`src/cspc_cfg.svh`:
```
`ifndef CSPC_CFG_SVH
`define CSPC_CFG_SVH
// register byte offsets
`define CSPC_OFF_FORCE 12'h00C
`define CSPC_OFF_CTRL 12'h010
`define CSPC_OFF_PRESENT 12'h014
`define CSPC_OFF_EVENT 12'h018
// force-event field positions
`define CSPC_F_REINT 14
`define CSPC_F_YY 13
`define CSPC_F_XX 12
`define CSPC_F_LOW 11
`define CSPC_F_HIGH 10
`define CSPC_F_BADREQ 9
`define CSPC_F_LOSS 8
`define CSPC_F_UNREC 7
`define CSPC_F_CB 5
`define CSPC_F_SIXTEEN 4
`define CSPC_F_PWR 3
`define CSPC_F_DET2 2
`define CSPC_F_DET1 1
`define CSPC_F_STS 0
// socket control fields
`define CSPC_C_STOP 7
`define CSPC_C_VCC_HI 6
`define CSPC_C_VCC_LO 4
`define CSPC_C_VPP_HI 2
`define CSPC_C_VPP_LO 0
`define CSPC_CTRL_RESET 8'h00
// idle clocks before a clock-stop request
`define CSPC_IDLE_CLOCKS 4'h8
`endif

```
`src/cspc_pkg.sv`:
```
`default_nettype none
package cspc_pkg;
  typedef enum logic [2:0] {
    CSPC_VCC_OFF = 3'h0,
    CSPC_VCC_5V0 = 3'h2,
    CSPC_VCC_3V3 = 3'h3,
    CSPC_VCC_XX = 3'h4,
    CSPC_VCC_YY = 3'h5
  } cspc_vcc_t;
  typedef enum logic [2:0] {
    CSPC_VPP_OFF = 3'h0,
    CSPC_VPP_12V = 3'h1,
    CSPC_VPP_5V0 = 3'h2,
    CSPC_VPP_3V3 = 3'h3,
    CSPC_VPP_XX = 3'h4,
    CSPC_VPP_YY = 3'h5
  } cspc_vpp_t;
  typedef enum logic [1:0] {
    CSPC_RUN = 2'b01,
    CSPC_STOP_REQ = 2'b10
  } cspc_clk_state_t;
endpackage
`default_nettype wire

```
`src/cspc_idle_if.sv`:
```
`timescale 1ns/10ps
`default_nettype none
interface cspc_idle_if;
  logic policy;
  logic bus_idle;
  logic host_stop_req;
  logic stop_req;
  modport ctl (input policy, input bus_idle, input host_stop_req, output stop_req);
  modport top (output policy, output bus_idle, output host_stop_req, input stop_req);
endinterface
`default_nettype wire

```
`src/cspc_socket.sv`:
```
// Contract
// - force register bits 31..15, bit 6 and reserved bits read zero.
// - writing bit 14 reinterrogates card, refreshes present state, re-enables power control.
// - force bits 13..10 load voltage-support flags; a one disables power control; the code leaves it enabled when bit 14 is set in the same write.
// - force bit 9 writes the bad-supply-request flag.
// - bits 8 and 7 load data-loss and unrecognized-card flags.
// - bits 5 and 4 load cardbus and sixteen-bit detected flags.
// - bit 3 loads power event flag; power cycle status unchanged.
// - bits 2 and 1 load detect events; live detect levels unchanged.
// - bit 0 loads status-change event; live status level unchanged.
// - control bits 31..8 and bit 3 read zero.
// - policy zero: stop clock after 8 idle clocks and host stop request.
// - policy one: stop clock after 8 idle clocks regardless of host.
// - vcc field 6..4: 000 off, 010 5V, 011 3.3V, 100 XX, 101 YY.
// - vpp field 2..0: 000 off, 001 12V, 010 5V, 011 3.3V, 100, 101.
// - with cardbus card, power applied only at vcc levels the card supports.
// - bad-supply-request flag is one after an invalid power request.
`timescale 1ns/10ps
`default_nettype none
`include "cspc_cfg.svh"
module cspc_socket (
  // clock and reset
  input wire logic pclk,
  input wire logic presetn,
  // apb slave
  input wire logic psel,
  input wire logic penable,
  input wire logic pwrite,
  input wire logic [11:0] paddr,
  input wire logic [31:0] pwdata,
  output logic [31:0] prdata,
  output logic pready,
  output logic pslverr,
  // card interrogation results and live pins
  input wire logic [3:0] card_volt_support_pin,
  input wire logic card_is_cardbus_pin,
  input wire logic card_is_sixteen_pin,
  input wire logic detect_one_pin,
  input wire logic detect_two_pin,
  input wire logic status_change_pin,
  input wire logic power_good_pin,
  // clock run
  input wire logic card_bus_idle,
  input wire logic host_clock_stop_req,
  output logic card_clock_stop_req,
  // socket power switch
  output logic [2:0] vcc_apply,
  output logic [2:0] vpp_apply,
  output logic interrogate_pulse
);
  logic [7:0] ctrl;
  logic [3:0] volt_flags;
  logic bad_supply_request_flag;
  logic data_loss_flag;
  logic unrecognized_card_flag;
  logic cardbus_detected_flag;
  logic sixteen_bit_detected_flag;
  logic power_event_flag;
  logic detect_two_event_flag;
  logic detect_one_event_flag;
  logic status_change_event_flag;
  logic power_ctl_en;
  logic [5:0] pin_s1;
  logic [5:0] pin_s2;
  logic [5:0] card_s1;
  logic [5:0] card_s2;
  logic wr_force;
  logic wr_ctrl;
  logic rd_event;
  logic [2:0] wvcc;
  logic [2:0] wvpp;
  logic vcc_bad;
  logic vpp_bad;
  logic vcc_ok_for_card;
  logic [31:0] next_prdata;
  // clock-run controls and the stop request travel together to the idle tracker
  cspc_idle_if idl ();

  // pin inputs come from the socket domain: two flops before use
  always_ff @(posedge pclk or negedge presetn) begin
    if (!presetn) begin
      pin_s1 <= 6'h00;
      pin_s2 <= 6'h00;
    end else begin
      pin_s1 <= {power_good_pin, status_change_pin, detect_two_pin, detect_one_pin, card_bus_idle,
                 host_clock_stop_req};
      pin_s2 <= pin_s1;
    end
  end

  // interrogation results settle long before software asks, but they still cross domains
  always_ff @(posedge pclk or negedge presetn) begin
    if (!presetn) begin
      card_s1 <= 6'h00;
      card_s2 <= 6'h00;
    end else begin
      card_s1 <= {card_is_sixteen_pin, card_volt_support_pin, card_is_cardbus_pin};
      card_s2 <= card_s1;
    end
  end

  // the stop policy acts at once; only the pins pay the two-flop latency
  assign idl.policy = ctrl[`CSPC_C_STOP];
  assign idl.bus_idle = pin_s2[1];
  assign idl.host_stop_req = pin_s2[0];
  assign card_clock_stop_req = idl.stop_req;

  cspc_clkstop u_clkstop (
    .pclk(pclk),
    .presetn(presetn),
    .idl(idl)
  );

  // zero wait state slave; writes land at the access edge
  // unmapped addresses decode to nothing: writes vanish and reads give zero
  assign pready = 1'b1;
  assign pslverr = 1'b0;
  assign wr_force = psel && penable && pwrite && (paddr == `CSPC_OFF_FORCE);
  assign wr_ctrl = psel && penable && pwrite && (paddr == `CSPC_OFF_CTRL);
  assign rd_event = psel && penable && !pwrite && (paddr == `CSPC_OFF_EVENT);
  assign wvcc = pwdata[`CSPC_C_VCC_HI:`CSPC_C_VCC_LO];
  assign wvpp = pwdata[`CSPC_C_VPP_HI:`CSPC_C_VPP_LO];

  // reserved codes are spotted on the bus so a bad pair never reaches the switch
  always_comb begin
    vcc_bad = 1'b0;
    unique case (wvcc)
      cspc_pkg::CSPC_VCC_OFF, cspc_pkg::CSPC_VCC_5V0, cspc_pkg::CSPC_VCC_3V3,
      cspc_pkg::CSPC_VCC_XX, cspc_pkg::CSPC_VCC_YY: vcc_bad = 1'b0;
      default: vcc_bad = 1'b1;
    endcase
    vpp_bad = 1'b0;
    unique case (wvpp)
      cspc_pkg::CSPC_VPP_OFF, cspc_pkg::CSPC_VPP_12V, cspc_pkg::CSPC_VPP_5V0,
      cspc_pkg::CSPC_VPP_3V3, cspc_pkg::CSPC_VPP_XX, cspc_pkg::CSPC_VPP_YY: vpp_bad = 1'b0;
      default: vpp_bad = 1'b1;
    endcase
  end

  // requested vcc must be one the card claims to support
  always_comb begin
    vcc_ok_for_card = 1'b0;
    unique case (ctrl[`CSPC_C_VCC_HI:`CSPC_C_VCC_LO])
      cspc_pkg::CSPC_VCC_5V0: vcc_ok_for_card = volt_flags[0];
      cspc_pkg::CSPC_VCC_3V3: vcc_ok_for_card = volt_flags[1];
      cspc_pkg::CSPC_VCC_XX: vcc_ok_for_card = volt_flags[2];
      cspc_pkg::CSPC_VCC_YY: vcc_ok_for_card = volt_flags[3];
      default: vcc_ok_for_card = 1'b0;
    endcase
  end

  // control register; bad codes are stored as off so power stays down
  always_ff @(posedge pclk or negedge presetn) begin
    if (!presetn) begin
      ctrl <= `CSPC_CTRL_RESET;
    end else if (wr_ctrl) begin
      ctrl[`CSPC_C_STOP] <= pwdata[`CSPC_C_STOP];
      // bit 3 is reserved and kept at zero
      ctrl[3] <= 1'b0;
      ctrl[`CSPC_C_VCC_HI:`CSPC_C_VCC_LO] <= (vcc_bad || vpp_bad) ? 3'h0 : wvcc;
      ctrl[`CSPC_C_VPP_HI:`CSPC_C_VPP_LO] <= (vcc_bad || vpp_bad) ? 3'h0 : wvpp;
    end
  end

  // when power control is disabled by a forced flag, the switch is held off
  always_ff @(posedge pclk or negedge presetn) begin
    if (!presetn) begin
      vcc_apply <= 3'h0;
      vpp_apply <= 3'h0;
    end else if (!power_ctl_en || (cardbus_detected_flag && !vcc_ok_for_card)) begin
      vcc_apply <= 3'h0;
      vpp_apply <= 3'h0;
    end else begin
      vcc_apply <= ctrl[`CSPC_C_VCC_HI:`CSPC_C_VCC_LO];
      vpp_apply <= ctrl[`CSPC_C_VPP_HI:`CSPC_C_VPP_LO];
    end
  end

  // forced support flags mean the card was never really asked, so automatic power stays parked
  always_ff @(posedge pclk or negedge presetn) begin
    if (!presetn) begin
      power_ctl_en <= 1'b1;
    end else if (wr_force && pwdata[`CSPC_F_REINT]) begin
      power_ctl_en <= 1'b1;
    end else if (wr_force && (pwdata[`CSPC_F_YY:`CSPC_F_HIGH] != 4'h0)) begin
      power_ctl_en <= 1'b0;
    end
  end

  // one-cycle strobe to the interrogation sequencer; every write with the bit set restarts it
  always_ff @(posedge pclk or negedge presetn) begin
    if (!presetn) begin
      interrogate_pulse <= 1'b0;
    end else begin
      interrogate_pulse <= wr_force && pwdata[`CSPC_F_REINT];
    end
  end

  // support flags: a refresh ors the card's answer with any forced bit in the same write
  always_ff @(posedge pclk or negedge presetn) begin
    if (!presetn) begin
      volt_flags <= 4'h0;
    end else if (wr_force && pwdata[`CSPC_F_REINT]) begin
      volt_flags <= card_s2[4:1] | pwdata[`CSPC_F_YY:`CSPC_F_HIGH];
    end else if (wr_force) begin
      volt_flags <= pwdata[`CSPC_F_YY:`CSPC_F_HIGH];
    end
  end

  // card kind: only a refresh or a force write moves these, never a live pin
  always_ff @(posedge pclk or negedge presetn) begin
    if (!presetn) begin
      cardbus_detected_flag <= 1'b0;
      sixteen_bit_detected_flag <= 1'b0;
    end else if (wr_force && pwdata[`CSPC_F_REINT]) begin
      cardbus_detected_flag <= card_s2[0] | pwdata[`CSPC_F_CB];
      sixteen_bit_detected_flag <= card_s2[5] | pwdata[`CSPC_F_SIXTEEN];
    end else if (wr_force) begin
      cardbus_detected_flag <= pwdata[`CSPC_F_CB];
      sixteen_bit_detected_flag <= pwdata[`CSPC_F_SIXTEEN];
    end
  end

  // removal and recognition flags move only by forcing in this block
  always_ff @(posedge pclk or negedge presetn) begin
    if (!presetn) begin
      unrecognized_card_flag <= 1'b0;
      data_loss_flag <= 1'b0;
    end else if (wr_force) begin
      unrecognized_card_flag <= pwdata[`CSPC_F_UNREC];
      data_loss_flag <= pwdata[`CSPC_F_LOSS];
    end
  end

  // a rejected control write sets the flag; any accepted one clears it again
  always_ff @(posedge pclk or negedge presetn) begin
    if (!presetn) begin
      bad_supply_request_flag <= 1'b0;
    end else if (wr_ctrl && (vcc_bad || vpp_bad)) begin
      bad_supply_request_flag <= 1'b1;
    end else if (wr_force) begin
      bad_supply_request_flag <= pwdata[`CSPC_F_BADREQ];
    end else if (wr_ctrl) begin
      bad_supply_request_flag <= 1'b0;
    end
  end

  // power event: a read clears it, a force write loads it; the power cycle status is left alone
  always_ff @(posedge pclk or negedge presetn) begin
    if (!presetn) begin
      power_event_flag <= 1'b0;
    end else if (wr_force) begin
      power_event_flag <= pwdata[`CSPC_F_PWR];
    end else if (rd_event) begin
      power_event_flag <= 1'b0;
    end
  end

  // detect and status events: a read clears them, a force write loads them; the write wins
  // the live levels beside them are the synced pins and never see the forced values
  always_ff @(posedge pclk or negedge presetn) begin
    if (!presetn) begin
      detect_two_event_flag <= 1'b0;
      detect_one_event_flag <= 1'b0;
      status_change_event_flag <= 1'b0;
    end else if (wr_force) begin
      detect_two_event_flag <= pwdata[`CSPC_F_DET2];
      detect_one_event_flag <= pwdata[`CSPC_F_DET1];
      status_change_event_flag <= pwdata[`CSPC_F_STS];
    end else if (rd_event) begin
      detect_two_event_flag <= 1'b0;
      detect_one_event_flag <= 1'b0;
      status_change_event_flag <= 1'b0;
    end
  end

  // read mux; live levels come from the two-flop synced pins, untouched by forcing
  always_comb begin
    next_prdata = 32'h0000_0000;
    unique case (paddr)
      `CSPC_OFF_FORCE: next_prdata = 32'h0000_0000;
      `CSPC_OFF_CTRL: next_prdata = {24'h00_0000, ctrl[7:4], 1'b0, ctrl[2:0]};
      `CSPC_OFF_PRESENT: next_prdata = {18'h0_0000, volt_flags, bad_supply_request_flag, data_loss_flag,
                                        unrecognized_card_flag, 1'b0, cardbus_detected_flag,
                                        sixteen_bit_detected_flag, pin_s2[5], pin_s2[3], pin_s2[2],
                                        pin_s2[4]};
      `CSPC_OFF_EVENT: next_prdata = {28'h000_0000, power_event_flag, detect_two_event_flag,
                                      detect_one_event_flag, status_change_event_flag};
      default: next_prdata = 32'h0000_0000;
    endcase
  end

  // read data is caught in the setup cycle so it stands through the whole access phase
  always_ff @(posedge pclk or negedge presetn) begin
    if (!presetn) begin
      prdata <= 32'h0000_0000;
    end else if (psel && !penable && !pwrite) begin
      prdata <= next_prdata;
    end
  end
endmodule // cspc_socket
`default_nettype wire

```
`src/cspc_clkstop.sv`:
```
`timescale 1ns/10ps
`default_nettype none
`include "cspc_cfg.svh"
module cspc_clkstop (
  // clock and reset
  input wire logic pclk,
  input wire logic presetn,
  // idle inputs and request
  cspc_idle_if.ctl idl
);
  logic [3:0] idle_cnt;
  cspc_pkg::cspc_clk_state_t state;
  logic idle_enough;

  assign idle_enough = (idle_cnt == `CSPC_IDLE_CLOCKS);
  assign idl.stop_req = (state == cspc_pkg::CSPC_STOP_REQ);

  always_ff @(posedge pclk or negedge presetn) begin
    if (!presetn) begin
      idle_cnt <= 4'h0;
    end else if (!idl.bus_idle) begin
      idle_cnt <= 4'h0;
    end else if (!idle_enough) begin
      idle_cnt <= idle_cnt + 4'h1;
    end
  end

  always_ff @(posedge pclk or negedge presetn) begin
    if (!presetn) begin
      state <= cspc_pkg::CSPC_RUN;
    end else begin
      unique case (state)
        cspc_pkg::CSPC_RUN: begin
          if (idle_enough && idl.bus_idle && (idl.policy || idl.host_stop_req)) begin
            state <= cspc_pkg::CSPC_STOP_REQ;
          end
        end
        cspc_pkg::CSPC_STOP_REQ: begin
          if (!idl.bus_idle || (!idl.policy && !idl.host_stop_req)) begin
            state <= cspc_pkg::CSPC_RUN;
          end
        end
      endcase
    end
  end
endmodule // cspc_clkstop
`default_nettype wire

```
`config.mk`:
```
export PLATFORM = sky130hd
export DESIGN_NAME = cspc_socket
export DESIGN_NICKNAME = d
export VERILOG_FILES = /design/src/cspc_pkg.sv /design/src/cspc_idle_if.sv /design/src/cspc_socket.sv /design/src/cspc_clkstop.sv
export VERILOG_INCLUDE_DIRS = /design/src
export SDC_FILE = /design/constraint.sdc
export NUM_CORES = 1
export LEC_CHECK = 0
export BUFFER_PORTS_ARGS = -buffer_cell sky130_fd_sc_hd__buf_2
export CORE_AREA = 4 4 100 140
export DETAILED_ROUTE_END_ITERATION = 6
export DIE_AREA = 0 0 104 144
export PLACE_DENSITY_LB_ADDON = 0.15
export SYNTH_ARGS = -nofsm -noshare
export SYNTH_HDL_FRONTEND = slang
export SYNTH_HIERARCHICAL = 1
export SYNTH_SLANG_ARGS = --single-unit
```
`constraint.sdc`:
```
create_clock -name pclk -period 1.8 [get_ports pclk]
set_input_delay 0.36 -clock pclk [delete_from_list [all_inputs] [get_ports pclk]]
set_output_delay 0.36 -clock pclk [all_outputs]
set_load 0.02 [all_outputs]
```
==> results.toml <==
[cts]
cts_root_buf = "clkbuf_16"
cts_setup_buffers = 0
clkLatencyLatePin_ns = 0.34
clock_sinks = 72
cts-htree-levels = 3
cts_tree = "done"
clkTransAtPathRegs_ns = 0.07
cts_resized = 0
cts_buffers = 9
clock_path_buffers = 2

[setup_path]
worstSetupPathType = "in2reg"
r2r-start = "ctrl[4]"
r2r_end = "vpp_apply[0]"
reg2reg_depth = 5
cp_slowest_stage_delay_ns = 0.41
crit_path_end_kind = "flop"
cp_cell_sequence = "buf_2, nor4_4, nor3b_4, and4_1, a22o_2"
rrSetupSlack_ns = 0.50
critPathSlowestCell = "nor4_4"
arrival_ns = 1.75
crit_path_start = "paddr[9]"
cp_data_required_time_ns = 2.08
start_kind = "input pin"
crit_fanout = 6

[placed_design]
place_hpwl_um = 5578
place_congestion = 0.7267
placed_cells = 484
post-place-ws_ns = -0.03609
portBuffers = 65
place_area_mm2 = 0.003520

[layout]
diodes = 0
area_growth_pct = 26.35
finish.utilization_pct = 29.93
final_cells = 501
final_cell_area_mm2 = 0.003816
fill_cells = 1358
drive_gt1_share_pct = 31.61
nNetsFinal = 406

[synth]
synthCells = 264
yosys-top-cells-count = "dfrtp_1 (70), nand2_1 (38), o21ai_0 (24)"
synth_seq_cells = 72
synth_area_leaders = "dfrtp_1 (58%), buf_4 (5.0%), nand2_1 (4.7%)"
synth_top_area_share_pct = 58.00
netlist_area_mm2 = 0.003020
synth_warnings = 6
avgSynthCellArea_um2 = 11.44
async_flop_share_pct = 100.0
yosys_most_used_dff = "dfrtp_1"
synth_cell_types = 45
netlist.top_cell.by_area = "dfrtp_1"
ys_seq_area_share_pct = 59.73
yosysMostFrequentCell = "dfrtp_1"
synth_edf_count = 0

[sta]
max_freq_mhz = 676.7
min_period_over_period_pct = 82.10
finalSetupViolCount = 0
fin_setup_tns_ns = 0
fin_skew_ns = 0.006443
fin_ws_ns = 0.3222
whs_ns = 0.1214
min_period_ns = 1.478
rsz0062_at_grt = "false"
final_max_slew_viol_count = 0
hold_violations = 0

[detailed_routing]
drt-pass1-iter-count = 4
wl_met2_um = 3642
wl_per_cell_um = 14.79
vias = 2110
wirelength_um = 7408
route.met3.wl_um = 330
detail-route-antenna-nets = 0
maxUsedRoutingLayer = "met4"
wl_met1_um = 3276
viasPerCell = 4.212
drtIter0Drc = 58
drc = 0

[global_routing]
grt_pass1_vias = 2208
grt_pass1_wl_um = 11950
grt_max_degree = 39
grt_antenna_before_repair = 0
overflow = 0
grtUsageTotal_pct = 10.33

[run]
cap_viol_max_count = 0

[min_path]
hp-class = "in2reg"
hold_depth = 1
holdPathEnd = "card_s1[4]"
min-delay-start = "card_volt_support_pin[3]"

[power]
power_density_mw_per_mm2 = 988.7
leakage_nw = 1.862
total_power_mw = 3.773
vdd_ir_drop_max_mv = 0.3597

[floorplan]
die_w_um = 104
core_mm2 = 0.01275
die_y_um = 144
initial_core_util_pct = 23.69
die_area_mm2 = 0.01498
rows = 49
boundaryPins = 103

[outcome]
status = "finished, final reports clean"
## power breakdown
part / total (mW) / internal (mW) / switching (mW)
clock: 1.72 / 0.959 / 0.757
combinational: 0.336 / 0.133 / 0.203
sequential: 1.72 / 1.69 / 0.0348
total: 3.77 / 2.78 / 0.995
## placed cells by master, fill, tap and decap left out, drive strengths merged, types with 2 or more instances in the layout
| cell type | count |
|---|---|
| dfrtp | 70 |
| nand2b | 2 |
| nor4 | 2 |
| nand2 | 38 |
| nor3b | 4 |
| conb | 20 |
| o21ai | 24 |
| clkinvlp | 2 |
| nor2 | 11 |
| dfstp | 2 |
| ha | 2 |
| nor4b | 3 |
| or2b | 3 |
| buf | 76 |
| xor2 | 2 |
| nand3 | 5 |
| nor2b | 3 |
| and3 | 2 |
| clkbuf | 9 |
| a21oi | 10 |
| nand4 | 5 |
| inv | 12 |
| mux2i | 11 |
| nor3 | 3 |
| a22o | 10 |
| and4 | 2 |
| nand3b | 2 |
## metal layers
metal | vias to the layer above | global-route usage, %
met5 | - | 0
met4 | 0 | 5.462
met3 | 9 | 2.814
met2 | 56 | 17.03
met1 | 1009 | 12.40
li1 | 1036 | -
## how the worst max path moves through the flow
| stage | cells past startpoint | slack (ns) | to |
|---|---|---|---|
| CTS | 5 | 0.32 | prdata[13] |
| finish | 5 | 0.32 | prdata[13] |
| detailed placement | 5 | -0.04 | prdata[13] |
| global placement | 5 | -0.02 | prdata[12] |
| global route | 6 | 0.17 | prdata[0] |
| floorplan | 5 | 0.31 | prdata[10] |
## critical path: cells and delay by family
kind,cells,cell delay [ns]
AO/OA/AOI/OAI,1,0.18
AND/OR/NAND/NOR,3,1.09
buffers and inverters,1,0.11
## final cells by class
cell class | instances | area, µm² | share of cell area, %
clock inverter | 7 | 61.31 | 1.607
sequential | 72 | 1804 | 47.28
timing repair buffer | 77 | 430.4 | 11.28
multi-input combinational | 175 | 1074 | 28.13
tap | 153 | 191.4 | 5.016
inverter | 8 | 30.03 | 0.7869
clock buffer | 9 | 225.2 | 5.902
## sequential cells by signal, indices dropped and copies added (netlist names), 2 cells and up
| name | cells |
|---|---|
| card_s2 | 6 |
| card_s1 | 6 |
| volt_flags | 4 |
| u_clkstop/state | 2 |
| vcc_apply | 3 |
| pin_s1 | 6 |
| u_clkstop/idle_cnt | 4 |
| pin_s2 | 6 |
| vpp_apply | 3 |
| ctrl | 7 |
| prdata | 14 |
## what timing repair did
action / 4_1_cts / 5_1_grt
setup endpoints to repair: 0 / 0
endpoints found under the hold margin: 13 / 0
hold buffers: 1 / 0
## logic make-up after synthesis
| logic type | share of synthesized area [%] |
|---|---|
| compound gates | 10.19 |
| xor+xnor | 0.5801 |
| fa+ha+maj | 0.8284 |
| buf+inv | 6.959 |
| flops | 59.73 |
| mux | 4.018 |
| other cells | 0.2486 |
| simple gates | 17.44 |
(Power assumes the default switching activity.)
